<file path="src/pcd_pkg.sv">
package pcd_pkg;
  // ==================================================
  // register map (word aligned byte addresses)
  localparam int ADDR_W = 4;
  localparam logic [3:0] OFS_RISE = 4'h0;
  localparam logic [3:0] OFS_FALL = 4'h4;
  localparam logic [3:0] OFS_FLAGS = 4'h8;
  localparam logic [3:0] OFS_CTRL = 4'hC;
  // ==================================================
  // field positions and reset values
  localparam int CTRL_MASTER_BIT = 0;
  localparam int CTRL_SLEEP_BIT = 1;
  localparam int CTRL_SUMMARY_BIT = 8;
  localparam logic [7:0] RST_BYTE = 8'h00;
  localparam logic [31:0] RD_ZERO = 32'h0000_0000;
  localparam int PIN_N = 8;
  typedef enum logic [1:0] {
    BUS_IDLE = 2'b00,
    BUS_ANSWER = 2'b01
  } bus_state_t;
endpackage

</file>
<file path="src/pin_change_irq.sv">
`timescale 1ns/1ps
// Contract
// - pin flag sets on enabled rising or falling edge of that pin.
// - interrupt request raised only while master enable set; flags set regardless.
// - summary flag is OR of all eight pin flags.
// - writing zero to a flag clears it unless an edge arrives together.
// - edge during flag write leaves flag set whatever was written.
// - with master enable set, an enabled edge in sleep requests wake-up.
// - sleep edge is recorded in flags before core resumes.
// - rising enable register, eight RW bits, reset zero.
// - falling enable register, eight RW bits, reset zero.
// - flag register, RW and hardware set, reset zero.
// - both enables set detects edges in both directions.
// - detection continues with master enable clear; only request suppressed.
module pin_change_irq
  import pcd_pkg::*;
#(
  parameter int PINS = 8
)
(
  input wire logic CLK_SYS,
  input wire logic SYS_RST,
  input wire logic [pcd_pkg::ADDR_W-1:0] AVS_ADDRESS,
  input wire logic AVS_READ,
  input wire logic AVS_WRITE,
  input wire logic [31:0] AVS_WRITEDATA,
  input wire logic [3:0] AVS_BYTEENABLE,
  output logic [31:0] AVS_READDATA,
  output logic AVS_WAITREQUEST,
  input wire logic [PINS-1:0] PORT_PIN_X,
  input wire logic CORE_SLEEPING,
  output logic IRQ,
  output logic WAKE_REQ,
  output logic CHANGE_INT_SUMMARY_FLAG
);
  import pcd_pkg::*;

  if (PINS != PIN_N)
  begin : pins_check
    $error("PINS must equal 8: register layout is one byte wide");
  end

  // ==================================================
  // registers
  bus_state_t bus_state;
  bus_state_t next_bus_state;
  logic [7:0] rising_edge_enable;
  logic [7:0] falling_edge_enable;
  logic [7:0] pin_change_flags;
  logic change_int_master_enable;
  logic [7:0] next_rising_edge_enable;
  logic [7:0] next_falling_edge_enable;
  logic [7:0] next_pin_change_flags;
  logic next_change_int_master_enable;
  logic [31:0] next_readdata;
  logic next_waitrequest;
  logic next_irq;
  logic next_wake;
  logic next_summary;
  logic [7:0] edge_hit;
  logic wr_take;
  logic wr_lane0;

  pin_edge_detect #(.N(PINS)) u_detect
  (
    .clk(CLK_SYS),
    .rst(SYS_RST),
    .pin_in(PORT_PIN_X),
    .rise_en(rising_edge_enable),
    .fall_en(falling_edge_enable),
    .edge_hit(edge_hit)
  );

  function automatic logic [31:0] read_mux(input logic [3:0] a);
    logic [31:0] r;
    r = RD_ZERO;
    unique case (a)
      OFS_RISE: r[7:0] = rising_edge_enable;
      OFS_FALL: r[7:0] = falling_edge_enable;
      OFS_FLAGS: r[7:0] = pin_change_flags;
      OFS_CTRL:
      begin
        r[CTRL_MASTER_BIT] = change_int_master_enable;
        r[CTRL_SLEEP_BIT] = CORE_SLEEPING;
        r[CTRL_SUMMARY_BIT] = |pin_change_flags;
      end
      default: r = RD_ZERO;
    endcase
    return r;
  endfunction

  // ==================================================
  // avalon slave: one wait cycle, answer on second cycle
  always_comb
  begin
    next_bus_state = bus_state;
    next_waitrequest = 1'b1;
    next_readdata = AVS_READDATA;
    wr_take = 1'b0;
    unique case (bus_state)
      BUS_IDLE:
      begin
        if (AVS_READ || AVS_WRITE)
        begin
          next_bus_state = BUS_ANSWER;
          next_waitrequest = 1'b0;
          next_readdata = AVS_READ ? read_mux(AVS_ADDRESS) : RD_ZERO;
        end
      end
      BUS_ANSWER:
      begin
        // request is completed at this edge; write lands here exactly once
        wr_take = AVS_WRITE;
        next_bus_state = BUS_IDLE;
      end
      default: next_bus_state = BUS_IDLE;
    endcase
  end

  // ==================================================
  // register file and flags
  always_comb
  begin
    wr_lane0 = wr_take && AVS_BYTEENABLE[0];
    next_rising_edge_enable = rising_edge_enable;
    next_falling_edge_enable = falling_edge_enable;
    next_change_int_master_enable = change_int_master_enable;
    next_pin_change_flags = pin_change_flags;
    if (wr_lane0 && AVS_ADDRESS == OFS_RISE)
    begin
      next_rising_edge_enable = AVS_WRITEDATA[7:0];
    end
    if (wr_lane0 && AVS_ADDRESS == OFS_FALL)
    begin
      next_falling_edge_enable = AVS_WRITEDATA[7:0];
    end
    if (wr_lane0 && AVS_ADDRESS == OFS_CTRL)
    begin
      next_change_int_master_enable = AVS_WRITEDATA[CTRL_MASTER_BIT];
    end
    if (wr_lane0 && AVS_ADDRESS == OFS_FLAGS)
    begin
      // written zeros clear, written ones keep (AND-style write)
      next_pin_change_flags = pin_change_flags & AVS_WRITEDATA[7:0];
    end
    // set wins over the clear; independent of master enable and sleep
    next_pin_change_flags = next_pin_change_flags | edge_hit;
    next_summary = |next_pin_change_flags;
    next_irq = change_int_master_enable && (|next_pin_change_flags);
    // wake while sleeping; flags already hold the edge by then
    next_wake = CORE_SLEEPING && change_int_master_enable && (|next_pin_change_flags);
  end

  always_ff @(posedge CLK_SYS)
  begin
    if (SYS_RST)
    begin
      bus_state <= BUS_IDLE;
      AVS_WAITREQUEST <= 1'b1;
      AVS_READDATA <= RD_ZERO;
      rising_edge_enable <= RST_BYTE;
      falling_edge_enable <= RST_BYTE;
      pin_change_flags <= RST_BYTE;
      change_int_master_enable <= 1'b0;
      IRQ <= 1'b0;
      WAKE_REQ <= 1'b0;
      CHANGE_INT_SUMMARY_FLAG <= 1'b0;
    end
    else
    begin
      bus_state <= next_bus_state;
      AVS_WAITREQUEST <= next_waitrequest;
      AVS_READDATA <= next_readdata;
      rising_edge_enable <= next_rising_edge_enable;
      falling_edge_enable <= next_falling_edge_enable;
      pin_change_flags <= next_pin_change_flags;
      change_int_master_enable <= next_change_int_master_enable;
      IRQ <= next_irq;
      WAKE_REQ <= next_wake;
      CHANGE_INT_SUMMARY_FLAG <= next_summary;
    end
  end
endmodule

</file>
<file path="src/pin_edge_detect.sv">
`timescale 1ns/1ps
module pin_edge_detect
#(
  parameter int N = 8
)
(
  input wire logic clk,
  input wire logic rst,
  input wire logic [N-1:0] pin_in,
  input wire logic [N-1:0] rise_en,
  input wire logic [N-1:0] fall_en,
  output logic [N-1:0] edge_hit
);
  // ==================================================
  // two-stage synchroniser plus previous sample
  logic [N-1:0] sync_a;
  logic [N-1:0] sync_b;
  logic [N-1:0] prev;
  logic [N-1:0] next_sync_a;
  logic [N-1:0] next_sync_b;
  logic [N-1:0] next_prev;

  always_comb
  begin
    next_sync_a = pin_in;
    next_sync_b = sync_a;
    next_prev = sync_b;
    edge_hit = (rise_en & sync_b & ~prev) | (fall_en & ~sync_b & prev);
  end

  always_ff @(posedge clk)
  begin
    if (rst)
    begin
      sync_a <= '0;
      sync_b <= '0;
      prev <= '0;
    end
    else
    begin
      sync_a <= next_sync_a;
      sync_b <= next_sync_b;
      prev <= next_prev;
    end
  end
endmodule

</file>
<file path="config.mk">
export PLATFORM = sky130hd
export DESIGN_NAME = pin_change_irq
export DESIGN_NICKNAME = d
export VERILOG_FILES = /design/src/pcd_pkg.sv /design/src/pin_change_irq.sv /design/src/pin_edge_detect.sv
export SDC_FILE = /design/constraint.sdc
export NUM_CORES = 1
export LEC_CHECK = 0
export BUFFER_PORTS_ARGS = -buffer_cell sky130_fd_sc_hd__buf_2
export CELL_PAD_IN_SITES_DETAIL_PLACEMENT = 2
export CELL_PAD_IN_SITES_GLOBAL_PLACEMENT = 2
export CORE_ASPECT_RATIO = 0.8
export CORE_MARGIN = 2
export CORE_UTILIZATION = 31
export DETAILED_ROUTE_END_ITERATION = 7
export PLACE_DENSITY_LB_ADDON = 0.1
export SYNTH_ARGS = -nofsm -noshare
export SYNTH_HDL_FRONTEND = slang
export SYNTH_SLANG_ARGS = --single-unit
export TNS_END_PERCENT = 50
</file>
<file path="constraint.sdc">
create_clock -name CLK_SYS -period 3.11 [get_ports CLK_SYS]
set_input_delay 0.311 -clock CLK_SYS [delete_from_list [all_inputs] [get_ports CLK_SYS]]
set_output_delay 0.311 -clock CLK_SYS [all_outputs]
set_load 0.01 [all_outputs]
</file>
==> impl_metrics.yaml <==
run_status:
  outcome: "finished clean"
synthesis:
  yosysUniqueCellTypes: 29
  netlist_top_cells_area: "dfxtp_1 (49%), mux2i_1 (9.0%), buf_4 (6.8%)"
  synth_top_area_cell: "dfxtp_1"
  async_reset_ff_frac: 0
  synth_top_area_frac: 0.494
  synth-seq-area-share: 0.494
  syn_area_per_cell_sq_um: 9.86
  synth_ff_type: "dfxtp_1"
  synth-seq-cells: 63
  yosys_warnings: 0
  synthCells: 259
  synth_edf_count: 0
  netlist_area_sq_um: 2550
global_route:
  grt.busiest_layer: "met2"
  grt_first_pass_wirelength_um: 10300
  grt.total_usage: 0.152
  antenna_found_initial: 0
  use_met2: 0.242
  met1_usage: 0.193
  grt_use_met3: 0.0630
  grt_pass1_vias: 2002
  grt_max_degree: 39
  gr-total-overflow: 0
critical_path:
  path_max_fanout: 8
  crit_buf_inv: 0
  timing.rr.end: "rising_edge_enable[6]"
  startpoint: "bus_state[0]"
  end_kind: "register"
  start_kind: "register"
  slowest_stage: "and4bb_1"
  critical_path.cell_chain: "and4bb_2 > and4bb_1 > mux2i_1 > nor2_1"
  regToRegStartpoint: "bus_state[0]"
  rrSetupSlack_ps: 1330
  critical_path_class: "reg2reg"
  critical_path_required_ps: 3310
  crit_family: "simple AND/OR/NAND/NOR gates"
  worst_r2r_path_depth: 4
  critPathMaxStageDelay_ps: 660
  cp.arrival_ps: 1980
floorplan:
  die_x_um: 106
  core_area_sq_um: 7980
  row_count: 29
  die_h_um: 85.2
  initial_core_util: 0.320
  die_area_sq_um: 8990
  io_pins: 89
worst_hold_path:
  hp-start: "PORT_PIN_X[3]"
  whs_path_depth: 2
  hp-class: "in2reg"
  holdPathEnd: "u_detect.next_sync_b[3]"
pwr:
  peakVddDrop_mv: 0.226
  p_per_area_nw_per_um2: 553
  p_leak_nw: 1.23
cts:
  holdBufCountCts: 0
  tritoncts: "done"
  cts_setup_buffers: 0
  cts_made_buffers: 9
  root_buffer: "clkbuf_8"
  clock-sinks: 63
  path_clk_slew_ps: 80
  insertion_delay_ps: 340
  cts_max_path_buffers: 2
  cts_resized: 0
  htreeDepth: 3
sta:
  hold_viol: 0
  period_share: 0.572
  fin_skew_ps: 9.71
  drv_slew: 0
  worst_pin_slew_ps: 713
  fin_setup_tns_ps: 0
  fmax_ghz: 0.562
  hold_slack_ps: 175
  rsz0062_at_grt: "no"
  setup_viol: 0
  relSlewSlack: 0.525
  period_needed_ps: 1780
final_layout:
  drive_gt1_frac: 0.208
  final_common_cell: "dfxtp_1"
  mostFrequentLayoutCells: "dfxtp_1 (63), buf_2 (38), nor2_1 (34), nor2b_1 (25)"
  fill_cells: 887
  post-route-util: 0.371
  nets: 351
  area_growth_pct: 15.9
  n_antenna_cell: 0
route:
  drtIter0Drc: 46
  wire_per_inst_um: 15.1
  final_antenna_net_count: 0
  vias: 1885
  viasPerCell: 4.59
  first_pass_iters: 4
  drc: 0
  drt-total-wl_um: 6190
placement:
  hpwl_um: 4440
  gp_congestion: 0.691
  io_buffers: 38
flow_run:
  maxCapViolCount: 0
==> cell families after synthesis <==
family,after synthesis,synth area share
buffers and inverters,36,0.0911
flip-flops,63,0.494
AO/OA/AOI/OAI,36,0.101
multiplexers,25,0.108
AND/OR/NAND/NOR,98,0.205
other,1,0.00147
==> power by group <==
group / leakage (nW) / switching, mW / total [mW] / internal (mW)
clock: 0.0947 / 0.329 / 0.723 / 0.394
combinational: 0.621 / 0.0563 / 0.0866 / 0.0304
sequential: 0.512 / 0.00725 / 0.829 / 0.822
==> metal layers <==
metal	vias up	routed length, um	share of wire
met3	4	361	0.058
met4	0	40	0.0065
met1	902	3030	0.49
met5	-	0	0
li1	925	-	-
met2	54	2760	0.45
==> state kept, by name, indices dropped and copies added (netlist names) <==
name	cells
falling_edge_enable	8
rising_edge_enable	8
u_detect.next_prev	8
pin_change_flags	8
WAKE_REQ	1
u_detect.prev	8
u_detect.next_sync_b	8
CHANGE_INT_SUMMARY_FLAG	1
change_int_master_enable	1
bus_state	1
AVS_WAITREQUEST	1
AVS_READDATA	9
IRQ	1
==> how the worst max path moves through the flow <==
stage / slack (ps) / end / cells past startpoint
after floorplan: 1770 / rising_edge_enable[0] / 5
after global placement: 1210 / rising_edge_enable[7] / 5
after detailed placement: 1180 / rising_edge_enable[6] / 5
after CTS: 1280 / rising_edge_enable[6] / 4
after global routing: 1180 / rising_edge_enable[6] / 4
final: 1330 / rising_edge_enable[6] / 4
==> Yosys cell counts, drive strengths merged (4+ instances only) <==
master / instances
a21oi: 9
a22oi: 8
buf: 27
clkbuf: 7
dfxtp: 63
mux2i: 23
nand2: 19
nand3b: 8
nor2: 34
nor2b: 25
nor4: 4
o211ai: 8
o2bb2ai: 6
==> cell type report <==
cell class	count	area, sq um	share of cell area
sequential	63	1260	0.426
multi-input combinational	182	1140	0.386
timing repair buffer	40	205	0.0693
clock buffer	10	138	0.0465
tap	108	135	0.0456
clock inverter	6	70.1	0.0237
inverter	2	7.51	0.00254
==> worst register-to-register path, cell delays in order (launching register included) <==
cell,delay [ps]
dfxtp_1,360
and4bb_2,300
and4bb_1,660
mux2i_1,280
nor2_1,50
==> metrics by stage <==
step                worst slack (ps)  total power [mW]  cells  area (sq um)
floorplan                       1770             0.920    281          2640
global placement                1210             0.934    395          2750
detailed placement              1180             0.936    395          2750
CTS                             1280              1.67    411          2960
global route                    1180              1.73    411          2960
finish                          1330              1.64    411          2960
No activity file was read; power rests on OpenSTA's default activity.
